File: src/xlcs_pkg.sv
// Shared constants and types for the lane 1 control and status block.
`default_nettype none
package xlcs_pkg;
    // Configuration port shape.
    localparam int CFG_ADDR_W = 9;
    localparam int CFG_DATA_W = 16;
    localparam int CFG_IDX_W = 4;
    localparam int CFG_DEPTH = 16;
    localparam logic [CFG_DATA_W-1:0] CFG_RESET_VAL = 16'h0000;
    localparam logic [CFG_IDX_W-1:0] CFG_EYE_MASK_IDX = 4'h1;
    localparam logic [CFG_IDX_W-1:0] CFG_BOOST_IDX = 4'h2;
    localparam int CFG_LAT_W = 2;
    localparam logic [CFG_LAT_W-1:0] CFG_LATENCY = 2'h3;
    // Clock and process times.
    localparam int CLK_PERIOD_NS = 100;
    localparam int RESET_TIME_NS = 500;
    localparam int PLL_LOCK_NS = 1000;
    localparam int EQ_RESET_NS = 300;
    localparam int CNT_W = 4;
    localparam logic [CNT_W-1:0] RESET_CYCLES =
        CNT_W'((RESET_TIME_NS + CLK_PERIOD_NS - 1) / CLK_PERIOD_NS);
    localparam logic [CNT_W-1:0] PLL_LOCK_CYCLES =
        CNT_W'((PLL_LOCK_NS + CLK_PERIOD_NS - 1) / CLK_PERIOD_NS);
    localparam logic [CNT_W-1:0] EQ_RESET_CYCLES =
        CNT_W'((EQ_RESET_NS + CLK_PERIOD_NS - 1) / CLK_PERIOD_NS);
    localparam logic [CNT_W-1:0] CNT_ZERO = 4'h0;
    localparam logic [CNT_W-1:0] CNT_ONE = 4'h1;
    // Loopback and equalizer.
    localparam int LOOP_W = 3;
    localparam logic [LOOP_W-1:0] LOOP_NEAR_CODING = 3'h1;
    localparam logic [LOOP_W-1:0] LOOP_NEAR_ATTACH = 3'h2;
    localparam logic [LOOP_W-1:0] LOOP_FAR_ATTACH = 3'h4;
    localparam int BOOST_W = 5;
    localparam logic [BOOST_W-1:0] BOOST_RESET = 5'h00;
    localparam logic [BOOST_W-1:0] BOOST_MAX = 5'h1f;
    // Controller register map, byte addresses on APB.
    localparam int APB_ADDR_W = 8;
    localparam logic [APB_ADDR_W-1:0] REG_CTRL = 8'h00;
    localparam logic [APB_ADDR_W-1:0] REG_ACTION = 8'h04;
    localparam logic [APB_ADDR_W-1:0] REG_CFG_CMD = 8'h08;
    localparam logic [APB_ADDR_W-1:0] REG_STATUS = 8'h0c;
    localparam logic [APB_ADDR_W-1:0] REG_RDATA = 8'h10;
    localparam logic [APB_ADDR_W-1:0] REG_EYE_ERRS = 8'h14;
    localparam int CMD_WRITE_BIT = 9;
    localparam int CMD_WDATA_LSB = 16;
    localparam int ERR_W = 16;
    localparam logic [ERR_W-1:0] ERR_MAX = 16'hffff;
    localparam logic [ERR_W-1:0] ERR_ONE = 16'h0001;
    // States.
    typedef enum logic {CFG_IDLE, CFG_WAIT} xlcs_cfg_state_t;
    typedef enum logic [1:0] {EYE_IDLE, EYE_ARMED, EYE_COUNT} xlcs_eye_t;
endpackage
`default_nettype wire

File: src/xlcs_if.sv
// Signals between the lane end and the controller end.
`timescale 1ns/1ps
`default_nettype none
interface xlcs_if;
    logic [xlcs_pkg::CFG_ADDR_W-1:0] lane1_cfg_addr;
    logic lane1_cfg_access_en;
    logic lane1_cfg_write_sel;
    logic [xlcs_pkg::CFG_DATA_W-1:0] lane1_cfg_wdata;
    logic [xlcs_pkg::CFG_DATA_W-1:0] lane1_cfg_rdata;
    logic lane1_cfg_access_done;
    logic lane1_cfg_port_busy;
    logic lane1_tx_attach_reset;
    logic lane1_tx_coding_reset;
    logic lane1_tx_reset_complete;
    logic lane1_rx_attach_reset;
    logic lane1_rx_coding_reset;
    logic lane1_rx_attach_reset_complete;
    logic lane1_rx_reset_complete;
    logic lane1_pll_locked;
    logic lane1_eye_trigger;
    logic lane1_eye_reset;
    logic lane1_eye_error_pulse;
    logic [xlcs_pkg::LOOP_W-1:0] lane1_loop_select;
    logic lane1_rx_invert;
    logic lane1_tx_invert;
    logic lane1_eq_path_select;
    logic lane1_linear_eq_reset;
    logic lane1_hf_boost_hold;
    logic lane1_hf_boost_override;

    modport lane (
        input lane1_cfg_addr, lane1_cfg_access_en, lane1_cfg_write_sel,
        input lane1_cfg_wdata, lane1_tx_attach_reset, lane1_tx_coding_reset,
        input lane1_rx_attach_reset, lane1_rx_coding_reset,
        input lane1_eye_trigger, lane1_eye_reset, lane1_loop_select,
        input lane1_rx_invert, lane1_tx_invert, lane1_eq_path_select,
        input lane1_linear_eq_reset, lane1_hf_boost_hold,
        input lane1_hf_boost_override,
        output lane1_cfg_rdata, lane1_cfg_access_done, lane1_cfg_port_busy,
        output lane1_tx_reset_complete, lane1_rx_attach_reset_complete,
        output lane1_rx_reset_complete, lane1_pll_locked,
        output lane1_eye_error_pulse
    );
    modport ctrl (
        output lane1_cfg_addr, lane1_cfg_access_en, lane1_cfg_write_sel,
        output lane1_cfg_wdata, lane1_tx_attach_reset, lane1_tx_coding_reset,
        output lane1_rx_attach_reset, lane1_rx_coding_reset,
        output lane1_eye_trigger, lane1_eye_reset, lane1_loop_select,
        output lane1_rx_invert, lane1_tx_invert, lane1_eq_path_select,
        output lane1_linear_eq_reset, lane1_hf_boost_hold,
        output lane1_hf_boost_override,
        input lane1_cfg_rdata, lane1_cfg_access_done, lane1_cfg_port_busy,
        input lane1_tx_reset_complete, lane1_rx_attach_reset_complete,
        input lane1_rx_reset_complete, lane1_pll_locked,
        input lane1_eye_error_pulse
    );
endinterface
`default_nettype wire

File: src/xlcs_lane_end.sv
// Lane end: configuration space, reset sequencing, eye scan and datapath.
// Operation
// - Access enable high starts one access.
// - Write select low reads, high writes.
// - Nine-bit address, sixteen-bit data both ways.
// - Access done marks write finished or data valid.
// - Controller holds off accesses while port busy.
// - Transmit resets run; completion flag follows.
// - Receive resets run; completion flag follows.
// - Receive attach reset completion flag, active high.
// - Eye error pulses one cycle when armed/counting.
// - Eye reset is pulsed high then low.
// - Linear equalizer reset pulsed high then low.
// - Path select low feedback, high linear.
// - Receive invert flips incoming serial data.
// - Transmit invert flips outgoing serial data. Not in far attach loopback: there TX_SERIAL repeats rx_sync uninverted.
// - Three-bit loop select picks loopback mode.
// - Lock flag high when PLL within tolerance.
// - Eye trigger input causes trigger event.
// - Boost hold freezes; override selects word.
//
// Local design decisions: the APB interface to the registers and the register offsets.
`timescale 1ns/1ps
`default_nettype none
module xlcs_lane_end (
    // Clock and reset
    input wire logic CLK,
    input wire logic SYS_RST,
    // Link to the controller
    xlcs_if.lane LINK,
    // Serial line
    input wire logic RX_SERIAL,
    output logic TX_SERIAL,
    // Parallel side and equalizer status
    input wire logic TX_BIT,
    output logic RX_BIT,
    output logic EQ_LINEAR,
    output logic [xlcs_pkg::BOOST_W-1:0] HF_BOOST
);
    localparam int NPROC = 3;

    xlcs_pkg::xlcs_cfg_state_t cfg_state;
    logic [xlcs_pkg::CFG_LAT_W-1:0] cfg_cnt;
    logic [xlcs_pkg::CFG_ADDR_W-1:0] cfg_addr_q;
    logic [xlcs_pkg::CFG_DATA_W-1:0] cfg_wdata_q;
    logic cfg_we_q;
    logic cfg_commit;
    logic [xlcs_pkg::CFG_IDX_W-1:0] cfg_idx;
    logic [xlcs_pkg::CFG_DATA_W-1:0] cfg_word [xlcs_pkg::CFG_DEPTH];
    logic [NPROC-1:0] rst_req;
    logic [NPROC-1:0] proc_done;
    logic [xlcs_pkg::CNT_W-1:0] proc_cnt [NPROC];
    logic [xlcs_pkg::CNT_W-1:0] pll_cnt;
    logic rx_sync;
    logic tx_line;
    logic rx_line;
    logic near_loop;
    logic eye_rst_q;
    logic eye_mismatch;
    xlcs_pkg::xlcs_eye_t eye_state;
    logic eq_rst_q;
    logic [xlcs_pkg::CNT_W-1:0] eq_cnt;

    xlcs_sync u_rx_sync (
        .clk(CLK),
        .rst(SYS_RST),
        .din(RX_SERIAL),
        .dout(rx_sync)
    );

    // Configuration access sequencer. Upper address bits alias onto the
    // implemented words; an enable during a running access is ignored.
    always_ff @(posedge CLK)
    begin
        if (SYS_RST)
        begin
            cfg_state <= xlcs_pkg::CFG_IDLE;
            cfg_cnt <= '0;
            cfg_addr_q <= '0;
            cfg_wdata_q <= '0;
            cfg_we_q <= 1'b0;
        end
        else
        begin
            unique case (cfg_state)
                xlcs_pkg::CFG_IDLE:
                begin
                    if (LINK.lane1_cfg_access_en)
                    begin
                        cfg_state <= xlcs_pkg::CFG_WAIT;
                        cfg_cnt <= xlcs_pkg::CFG_LATENCY - 2'h1;
                        cfg_addr_q <= LINK.lane1_cfg_addr;
                        cfg_wdata_q <= LINK.lane1_cfg_wdata;
                        cfg_we_q <= LINK.lane1_cfg_write_sel;
                    end
                end
                xlcs_pkg::CFG_WAIT:
                begin
                    if (cfg_cnt == '0)
                        cfg_state <= xlcs_pkg::CFG_IDLE;
                    else
                        cfg_cnt <= cfg_cnt - 2'h1;
                end
            endcase
        end
    end

    assign cfg_commit = (cfg_state == xlcs_pkg::CFG_WAIT) && (cfg_cnt == '0);
    assign cfg_idx = cfg_addr_q[xlcs_pkg::CFG_IDX_W-1:0];

    for (genvar i = 0; i < xlcs_pkg::CFG_DEPTH; i++)
    begin : g_cfg
        always_ff @(posedge CLK)
        begin
            if (SYS_RST)
                cfg_word[i] <= xlcs_pkg::CFG_RESET_VAL;
            else if (cfg_commit && cfg_we_q && cfg_idx == i)
                cfg_word[i] <= cfg_wdata_q;
        end
    end

    // Completion strobe with read data; the word is held until the next read.
    always_ff @(posedge CLK)
    begin
        if (SYS_RST)
        begin
            LINK.lane1_cfg_access_done <= 1'b0;
            LINK.lane1_cfg_rdata <= '0;
        end
        else
        begin
            LINK.lane1_cfg_access_done <= cfg_commit;
            if (cfg_commit && !cfg_we_q)
                LINK.lane1_cfg_rdata <= cfg_word[cfg_idx];
        end
    end

    // Reset processes: transmit, receive attach, receive coding.
    assign rst_req[0] = LINK.lane1_tx_attach_reset ||
                        LINK.lane1_tx_coding_reset;
    assign rst_req[1] = LINK.lane1_rx_attach_reset;
    assign rst_req[2] = LINK.lane1_rx_coding_reset;

    for (genvar p = 0; p < NPROC; p++)
    begin : g_proc
        always_ff @(posedge CLK)
        begin
            if (SYS_RST || rst_req[p])
            begin
                proc_cnt[p] <= xlcs_pkg::RESET_CYCLES;
                proc_done[p] <= 1'b0;
            end
            else if (proc_cnt[p] != xlcs_pkg::CNT_ZERO)
            begin
                proc_cnt[p] <= proc_cnt[p] - xlcs_pkg::CNT_ONE;
                proc_done[p] <= (proc_cnt[p] == xlcs_pkg::CNT_ONE);
            end
        end
    end

    // The receive attach layer calibrates through the configuration port, so
    // the port is reported busy while that reset runs.
    always_ff @(posedge CLK)
    begin
        if (SYS_RST)
        begin
            LINK.lane1_tx_reset_complete <= 1'b0;
            LINK.lane1_rx_attach_reset_complete <= 1'b0;
            LINK.lane1_rx_reset_complete <= 1'b0;
            LINK.lane1_cfg_port_busy <= 1'b1;
        end
        else
        begin
            LINK.lane1_tx_reset_complete <= proc_done[0];
            LINK.lane1_rx_attach_reset_complete <= proc_done[1];
            LINK.lane1_rx_reset_complete <= proc_done[1] && proc_done[2];
            LINK.lane1_cfg_port_busy <= !proc_done[1];
        end
    end

    // Lock follows a settle time after reset and after a transmit attach reset.
    always_ff @(posedge CLK)
    begin
        if (SYS_RST || LINK.lane1_tx_attach_reset)
        begin
            pll_cnt <= xlcs_pkg::CNT_ZERO;
            LINK.lane1_pll_locked <= 1'b0;
        end
        else if (pll_cnt != xlcs_pkg::PLL_LOCK_CYCLES)
            pll_cnt <= pll_cnt + xlcs_pkg::CNT_ONE;
        else
            LINK.lane1_pll_locked <= 1'b1;
    end

    // Serial datapath with polarity and loopback.
    assign tx_line = TX_BIT ^ LINK.lane1_tx_invert;
    assign near_loop = (LINK.lane1_loop_select == xlcs_pkg::LOOP_NEAR_CODING)
        || (LINK.lane1_loop_select == xlcs_pkg::LOOP_NEAR_ATTACH);
    assign rx_line = (near_loop ? tx_line : rx_sync) ^
                     LINK.lane1_rx_invert;

    always_ff @(posedge CLK)
    begin
        if (SYS_RST)
        begin
            TX_SERIAL <= 1'b0;
            RX_BIT <= 1'b0;
            EQ_LINEAR <= 1'b0;
        end
        else
        begin
            if (LINK.lane1_loop_select == xlcs_pkg::LOOP_FAR_ATTACH)
                TX_SERIAL <= rx_sync;
            else
                TX_SERIAL <= tx_line;
            RX_BIT <= rx_line;
            EQ_LINEAR <= LINK.lane1_eq_path_select;
        end
    end

    // Eye scan: reset holds idle and arms on release; triggers toggle
    // between armed and counting.
    assign eye_mismatch = (rx_line ^ TX_BIT) &&
        !cfg_word[xlcs_pkg::CFG_EYE_MASK_IDX][0];

    always_ff @(posedge CLK)
    begin
        if (SYS_RST)
        begin
            eye_rst_q <= 1'b0;
            eye_state <= xlcs_pkg::EYE_IDLE;
            LINK.lane1_eye_error_pulse <= 1'b0;
        end
        else
        begin
            eye_rst_q <= LINK.lane1_eye_reset;
            if (LINK.lane1_eye_reset)
                eye_state <= xlcs_pkg::EYE_IDLE;
            else if (eye_rst_q)
                eye_state <= xlcs_pkg::EYE_ARMED;
            else if (LINK.lane1_eye_trigger)
            begin
                unique case (eye_state)
                    xlcs_pkg::EYE_ARMED: eye_state <= xlcs_pkg::EYE_COUNT;
                    xlcs_pkg::EYE_COUNT: eye_state <= xlcs_pkg::EYE_ARMED;
                    default: eye_state <= xlcs_pkg::EYE_IDLE;
                endcase
            end
            LINK.lane1_eye_error_pulse <= eye_mismatch &&
                (eye_state != xlcs_pkg::EYE_IDLE);
        end
    end

    // Linear equalizer: reset runs after release; on the linear path boost adapts
    // on errors unless held, or follows the configuration word when overridden.
    always_ff @(posedge CLK)
    begin
        if (SYS_RST)
        begin
            eq_rst_q <= 1'b0;
            eq_cnt <= xlcs_pkg::CNT_ZERO;
            HF_BOOST <= xlcs_pkg::BOOST_RESET;
        end
        else
        begin
            eq_rst_q <= LINK.lane1_linear_eq_reset;
            if (LINK.lane1_linear_eq_reset)
                HF_BOOST <= xlcs_pkg::BOOST_RESET;
            else if (eq_rst_q)
            begin
                eq_cnt <= xlcs_pkg::EQ_RESET_CYCLES;
                HF_BOOST <= xlcs_pkg::BOOST_RESET;
            end
            else if (eq_cnt != xlcs_pkg::CNT_ZERO)
                eq_cnt <= eq_cnt - xlcs_pkg::CNT_ONE;
            else if (LINK.lane1_hf_boost_override)
                HF_BOOST <= cfg_word[xlcs_pkg::CFG_BOOST_IDX]
                            [xlcs_pkg::BOOST_W-1:0];
            else if (!LINK.lane1_hf_boost_hold && LINK.lane1_eq_path_select
                     && eye_mismatch && HF_BOOST != xlcs_pkg::BOOST_MAX)
                HF_BOOST <= HF_BOOST + 5'h01;
        end
    end
endmodule
`default_nettype wire

File: src/xlcs_sync.sv
// Two-flop synchroniser for a level from outside the clock domain.
`timescale 1ns/1ps
`default_nettype none
module xlcs_sync (
    // Clock and reset
    input wire logic clk,
    input wire logic rst,
    // Level in and out
    input wire logic din,
    output logic dout
);
    logic meta;

    always_ff @(posedge clk)
    begin
        if (rst)
        begin
            meta <= 1'b0;
            dout <= 1'b0;
        end
        else
        begin
            meta <= din;
            dout <= meta;
        end
    end
endmodule
`default_nettype wire

File: src/flat_wrapper.sv
// flat-port wrapper written by rule: the top's interface ports become plain ports
module xlcs_lane_end_flat 
  (CLK, SYS_RST, RX_SERIAL, TX_SERIAL, TX_BIT, RX_BIT, EQ_LINEAR, HF_BOOST, LINK_lane1_cfg_addr, LINK_lane1_cfg_access_en, LINK_lane1_cfg_write_sel, LINK_lane1_cfg_wdata, LINK_lane1_tx_attach_reset, LINK_lane1_tx_coding_reset, LINK_lane1_rx_attach_reset, LINK_lane1_rx_coding_reset, LINK_lane1_eye_trigger, LINK_lane1_eye_reset, LINK_lane1_loop_select, LINK_lane1_rx_invert, LINK_lane1_tx_invert, LINK_lane1_eq_path_select, LINK_lane1_linear_eq_reset, LINK_lane1_hf_boost_hold, LINK_lane1_hf_boost_override, LINK_lane1_cfg_rdata, LINK_lane1_cfg_access_done, LINK_lane1_cfg_port_busy, LINK_lane1_tx_reset_complete, LINK_lane1_rx_attach_reset_complete, LINK_lane1_rx_reset_complete, LINK_lane1_pll_locked, LINK_lane1_eye_error_pulse);
  xlcs_if LINK_i ();
  input wire logic CLK;
  input wire logic SYS_RST;
  input wire logic RX_SERIAL;
  output logic TX_SERIAL;
  input wire logic TX_BIT;
  output logic RX_BIT;
  output logic EQ_LINEAR;
  output logic [xlcs_pkg::BOOST_W-1:0] HF_BOOST;
  input wire logic [$bits(LINK_i.lane1_cfg_addr)-1:0] LINK_lane1_cfg_addr;
  input wire logic [$bits(LINK_i.lane1_cfg_access_en)-1:0] LINK_lane1_cfg_access_en;
  input wire logic [$bits(LINK_i.lane1_cfg_write_sel)-1:0] LINK_lane1_cfg_write_sel;
  input wire logic [$bits(LINK_i.lane1_cfg_wdata)-1:0] LINK_lane1_cfg_wdata;
  input wire logic [$bits(LINK_i.lane1_tx_attach_reset)-1:0] LINK_lane1_tx_attach_reset;
  input wire logic [$bits(LINK_i.lane1_tx_coding_reset)-1:0] LINK_lane1_tx_coding_reset;
  input wire logic [$bits(LINK_i.lane1_rx_attach_reset)-1:0] LINK_lane1_rx_attach_reset;
  input wire logic [$bits(LINK_i.lane1_rx_coding_reset)-1:0] LINK_lane1_rx_coding_reset;
  input wire logic [$bits(LINK_i.lane1_eye_trigger)-1:0] LINK_lane1_eye_trigger;
  input wire logic [$bits(LINK_i.lane1_eye_reset)-1:0] LINK_lane1_eye_reset;
  input wire logic [$bits(LINK_i.lane1_loop_select)-1:0] LINK_lane1_loop_select;
  input wire logic [$bits(LINK_i.lane1_rx_invert)-1:0] LINK_lane1_rx_invert;
  input wire logic [$bits(LINK_i.lane1_tx_invert)-1:0] LINK_lane1_tx_invert;
  input wire logic [$bits(LINK_i.lane1_eq_path_select)-1:0] LINK_lane1_eq_path_select;
  input wire logic [$bits(LINK_i.lane1_linear_eq_reset)-1:0] LINK_lane1_linear_eq_reset;
  input wire logic [$bits(LINK_i.lane1_hf_boost_hold)-1:0] LINK_lane1_hf_boost_hold;
  input wire logic [$bits(LINK_i.lane1_hf_boost_override)-1:0] LINK_lane1_hf_boost_override;
  output wire logic [$bits(LINK_i.lane1_cfg_rdata)-1:0] LINK_lane1_cfg_rdata;
  output wire logic [$bits(LINK_i.lane1_cfg_access_done)-1:0] LINK_lane1_cfg_access_done;
  output wire logic [$bits(LINK_i.lane1_cfg_port_busy)-1:0] LINK_lane1_cfg_port_busy;
  output wire logic [$bits(LINK_i.lane1_tx_reset_complete)-1:0] LINK_lane1_tx_reset_complete;
  output wire logic [$bits(LINK_i.lane1_rx_attach_reset_complete)-1:0] LINK_lane1_rx_attach_reset_complete;
  output wire logic [$bits(LINK_i.lane1_rx_reset_complete)-1:0] LINK_lane1_rx_reset_complete;
  output wire logic [$bits(LINK_i.lane1_pll_locked)-1:0] LINK_lane1_pll_locked;
  output wire logic [$bits(LINK_i.lane1_eye_error_pulse)-1:0] LINK_lane1_eye_error_pulse;
  assign LINK_i.lane1_cfg_addr = LINK_lane1_cfg_addr;
  assign LINK_i.lane1_cfg_access_en = LINK_lane1_cfg_access_en;
  assign LINK_i.lane1_cfg_write_sel = LINK_lane1_cfg_write_sel;
  assign LINK_i.lane1_cfg_wdata = LINK_lane1_cfg_wdata;
  assign LINK_i.lane1_tx_attach_reset = LINK_lane1_tx_attach_reset;
  assign LINK_i.lane1_tx_coding_reset = LINK_lane1_tx_coding_reset;
  assign LINK_i.lane1_rx_attach_reset = LINK_lane1_rx_attach_reset;
  assign LINK_i.lane1_rx_coding_reset = LINK_lane1_rx_coding_reset;
  assign LINK_i.lane1_eye_trigger = LINK_lane1_eye_trigger;
  assign LINK_i.lane1_eye_reset = LINK_lane1_eye_reset;
  assign LINK_i.lane1_loop_select = LINK_lane1_loop_select;
  assign LINK_i.lane1_rx_invert = LINK_lane1_rx_invert;
  assign LINK_i.lane1_tx_invert = LINK_lane1_tx_invert;
  assign LINK_i.lane1_eq_path_select = LINK_lane1_eq_path_select;
  assign LINK_i.lane1_linear_eq_reset = LINK_lane1_linear_eq_reset;
  assign LINK_i.lane1_hf_boost_hold = LINK_lane1_hf_boost_hold;
  assign LINK_i.lane1_hf_boost_override = LINK_lane1_hf_boost_override;
  assign LINK_lane1_cfg_rdata = LINK_i.lane1_cfg_rdata;
  assign LINK_lane1_cfg_access_done = LINK_i.lane1_cfg_access_done;
  assign LINK_lane1_cfg_port_busy = LINK_i.lane1_cfg_port_busy;
  assign LINK_lane1_tx_reset_complete = LINK_i.lane1_tx_reset_complete;
  assign LINK_lane1_rx_attach_reset_complete = LINK_i.lane1_rx_attach_reset_complete;
  assign LINK_lane1_rx_reset_complete = LINK_i.lane1_rx_reset_complete;
  assign LINK_lane1_pll_locked = LINK_i.lane1_pll_locked;
  assign LINK_lane1_eye_error_pulse = LINK_i.lane1_eye_error_pulse;
  xlcs_lane_end u_core (.CLK(CLK), .SYS_RST(SYS_RST), .LINK(LINK_i), .RX_SERIAL(RX_SERIAL), .TX_SERIAL(TX_SERIAL), .TX_BIT(TX_BIT), .RX_BIT(RX_BIT), .EQ_LINEAR(EQ_LINEAR), .HF_BOOST(HF_BOOST));
endmodule
File: config.mk
export PLATFORM = sky130hd
export DESIGN_NAME = xlcs_lane_end_flat
export DESIGN_NICKNAME = d
export VERILOG_FILES = /design/src/xlcs_pkg.sv /design/src/xlcs_if.sv /design/src/xlcs_lane_end.sv /design/src/xlcs_sync.sv /design/src/flat_wrapper.sv
export SDC_FILE = /design/constraint.sdc
export NUM_CORES = 1
export LEC_CHECK = 0
export BUFFER_PORTS_ARGS = -buffer_cell sky130_fd_sc_hd__buf_4
export CAP_MARGIN = 20
export CORE_ASPECT_RATIO = 0.7
export CORE_UTILIZATION = 40
export DETAILED_ROUTE_END_ITERATION = 6
export GPL_ROUTABILITY_DRIVEN = 0
export PLACE_DENSITY_LB_ADDON = 0.12
export SLEW_MARGIN = 5
export SYNTH_ARGS = -nofsm -noshare
export SYNTH_HDL_FRONTEND = slang
export SYNTH_HIERARCHICAL = 1
export SYNTH_SLANG_ARGS = --single-unit
File: constraint.sdc
create_clock -name CLK -period 2.9 [get_ports CLK]
set_input_delay 0.29 -clock CLK [delete_from_list [all_inputs] [get_ports CLK]]
set_output_delay 0.29 -clock CLK [all_outputs]
set_load 0.05 [all_outputs]
==> flow_metrics.py <==
metrics = {
    "outcome": {
        "status": "complete, no violations",
    },
    "synthesis": {
        "yosysSeqAreaShare": 0.624,
        "synth_mux_area_frac": 0.121,
        "async_reset_ff_frac": 0,
        "ys_warn_count": 6,
        "yosysMostFrequentCell": "edfxtp_1",
        "synthFlopType": "edfxtp_1",
        "syn_area_sq_mm": 0.0152,
        "synthCells": 1100,
        "synth_edf_count": 268,
        "yosys.cell_types.count": 55,
        "ys_seq_elements": 340,
        "syn-mean-instance-area_sq_um": 13.8,
        "synth_common_cells": "edfxtp_1, and2_1, dfxtp_1, nand2_1, mux4_2",
        "yosys.area_share.simple": 0.166,
        "synth_fa_ha_area_frac": 0.0132,
        "synth_top_family_by_area": "simple AND/OR/NAND/NOR gates",
        "synthTopCellsByArea": "edfxtp_1, and2_1, dfxtp_1, mux4_2, mux2i_1",
        "synth_nets": 1162,
        "synth_compound_area_frac": 0.0432,
        "synth_top_area_share": 0.530,
        "synth_xor_area_frac": 0.00848,
        "synth.largest_area_cell": "edfxtp_1",
    },
    "die": {
        "core_sq_mm": 0.0373,
        "rows": 59,
        "fp.dieW_um": 235,
        "initial_core_util": 0.408,
        "die-area_sq_mm": 0.0388,
        "die_h_um": 165,
        "io_pins": 77,
    },
    "power_and_ir_drop": {
        "intPower_uw": 8360,
        "clockPowerShare": 0.413,
        "power.share.sequential": 0.512,
        "p_comb_frac": 0.076,
        "irDropWorstVdd_v": 0.000506,
        "swShare": 0.228,
        "p_per_area_mw_per_mm2": 614,
        "p_sw_uw": 2480,
        "p_leak_uw": 0.00658,
    },
    "final_layout": {
        "multiInputGateArea_sq_mm": 0.00535,
        "layoutNonFillerInstCount": 1708,
        "final_core_util": 0.473,
        "nFillCells": 3258,
        "register_area_sq_mm": 0.00950,
        "fin_nets": 1253,
        "syn2layout_area_growth_pct": 16.0,
        "drive_gt1_frac": 0.208,
    },
    "critical_path": {
        "critPathLaunch": "u_core/cfg_cnt[0]",
        "r2r-end": "u_core/cfg_word[10][2]",
        "r2r_setup_slack_ns": 0.56,
        "setup.worst_path.end": "u_core/cfg_word[10][2]",
        "start_kind": "flop",
        "r2r-start": "u_core/cfg_cnt[0]",
        "worst-setup-path-type": "flop to flop",
        "worst_ep_arrival_time_ns": 2.74,
        "cp-end-kind": "flop",
        "worstPathRequired_ns": 3.29,
        "reg2reg_depth": 7,
        "crit_path_max_fanout": 9,
    },
    "timing": {
        "fin_crit_sh": 0.807,
        "hold_violations": 0,
        "rsz0062_at_grt": "no",
        "setup_viol": 0,
        "max_slew.worst_pin.slew_ns": 0.956,
        "clock_skew_ns": 0.0183,
        "fin_ws_ns": 0.560,
        "fin_crit_ns": 2.34,
        "max_slew_margin": 0.362,
        "max_freq_mhz": 427,
        "finalSetupTns_ns": 0,
        "report.final.slew_viol_count": 0,
    },
    "global_routing": {
        "track_usage": 0.192,
        "antenna_found_initial": 0,
        "grt_pass1_vias": 8807,
        "grt_pass1_wl_mm": 55.3,
        "grt_start_max_net_pins": 70,
        "overflow": 0,
    },
    "routing": {
        "via_count": 8708,
        "first_pass_iters": 5,
        "drt_iter0_drc": 631,
        "ant_nets": 0,
        "routed_via_density": 5.10,
        "drc": 0,
        "detail_route.wl_per_cell_um": 21.2,
        "routed_wl_mm": 36.2,
    },
    "cts": {
        "cts_sinks": 340,
        "worstSkewPairLatency_ns": 0.53,
        "post_cts_resized": 0,
        "cts_max_path_buffers": 3,
        "cts-buffers-inserted": 36,
        "cts_tree": "built",
        "htree_num_levels": 2,
        "path_clk_slew_ns": 0.06,
        "root_buffer": "clkbuf_16",
    },
    "place": {
        "dp.cells": 1633,
        "dpl.hpwl_mm": 23.1,
        "place_ws_ns": 0.592,
        "portBuffers": 71,
    },
    "worst_hold_path": {
        "hold_path_class": "input port to flop",
    },
    "run": {
        "drv_cap": 0,
    },
}
==> how the worst min path moves through the flow <==
stage               cells after the start                endpoint  slack [ns]                startpoint
floorplan                               1   u_core/u_rx_sync/dout        0.36                   SYS_RST
global placement                        1     u_core/eye_state[1]        0.42          u_core/eye_rst_q
detailed placement                      1     u_core/eye_state[1]        0.42          u_core/eye_rst_q
CTS                                     3  u_core/cfg_wdata_q[13]      0.0004  LINK_lane1_cfg_wdata[13]
global route                            3   u_core/cfg_wdata_q[9]       0.005   LINK_lane1_cfg_wdata[9]
finish                                  3  u_core/cfg_wdata_q[15]        0.02  LINK_lane1_cfg_wdata[15]
==> cell usage in the layout, fill, tap and decap left out, drive strengths merged, types with 28 or more instances in the layout <==
cell	instances
edfxtp	268
nand2	71
mux2i	37
a21o	28
mux4	64
and2	261
nor2	50
a21oi	30
dfxtp	72
clkbuf	58
buf	114
==> cell type report <==
| class | instances | area share |
|---|---|---|
| tap | 488 | 0.0346 |
| clock inverter | 8 | 0.00412 |
| sequential | 340 | 0.539 |
| multi-input combinational | 675 | 0.304 |
| antenna | 1 | 0.000142 |
| inverter | 16 | 0.00341 |
| clock buffer | 58 | 0.0599 |
| timing repair buffer | 122 | 0.0554 |
==> cells by family after synthesis <==
family,after synthesis
and+or+nand+nor,442
DFF,340
muxes,103
AOI/OAI and AO/OA,101
buffers and inverters,85
adders and majority gates,16
xor gates and xnor gates,13
==> stage by stage <==
| stage | total power [uW] | instance area, sq um | hold slack [ns] |
|---|---|---|---|
| 2_1_floorplan | 6140 | 15200 | 0.362 |
| 3_3_place_gp | 6460 | 16400 | 0.417 |
| 3_5_place_dp | 6470 | 16400 | 0.416 |
| 4_1_cts | 11000 | 17600 | 0.000420 |
| 5_1_grt | 11200 | 17600 | 0.00526 |
| 6_report | 10800 | 17600 | 0.0209 |
==> state kept, by name (all words and copies together), names as in the netlist, 2 cells and up <==
signal	count
u_core/cfg_cnt	2
u_core/proc_cnt	12
u_core/HF_BOOST	5
u_core/eye_state	2
u_core/cfg_word	256
u_core/cfg_wdata_q	16
u_core/proc_done	3
u_core/pll_cnt	4
u_core/eq_cnt	4
u_core/cfg_addr_q	4
u_core/LINK.lane1_cfg_rdata	16
==> worst max-delay path: stages (launching register included) <==
cell     delay (ns)
dfxtp_1        0.30
inv_1          0.09
ha_1           0.21
nand3_1        0.16
or2_1          0.35
nor2_1         0.68
buf_4          0.29
and2_1         0.14
==> layer usage <==
metal,share of wire,GRT usage,up-vias,routed length [um]
met4,0.011,0.0365,0,405
li1,-,-,4145,-
met5,0,0,-,0
met3,0.051,0.0342,30,1860
met1,0.50,0.289,4356,18200
met2,0.43,0.291,177,15700
==> power by group through the flow <==
| stage | clock network, uW | registers (uW) | logic, uW |
|---|---|---|---|
| after floorplan | 0 | 5630 | 507 |
| after global placement | 0 | 5650 | 815 |
| after detailed placement | 0 | 5650 | 820 |
| after CTS | 4580 | 5550 | 830 |
| after global routing | 4800 | 5570 | 885 |
| final | 4470 | 5540 | 818 |
==> timing repair <==
action                    4_1_cts  5_1_grt
buffers inserted                0        0
hold buffers                    8        0
hold endpoints to repair       10        0
Note: power is estimated with default switching activity, not from simulation.
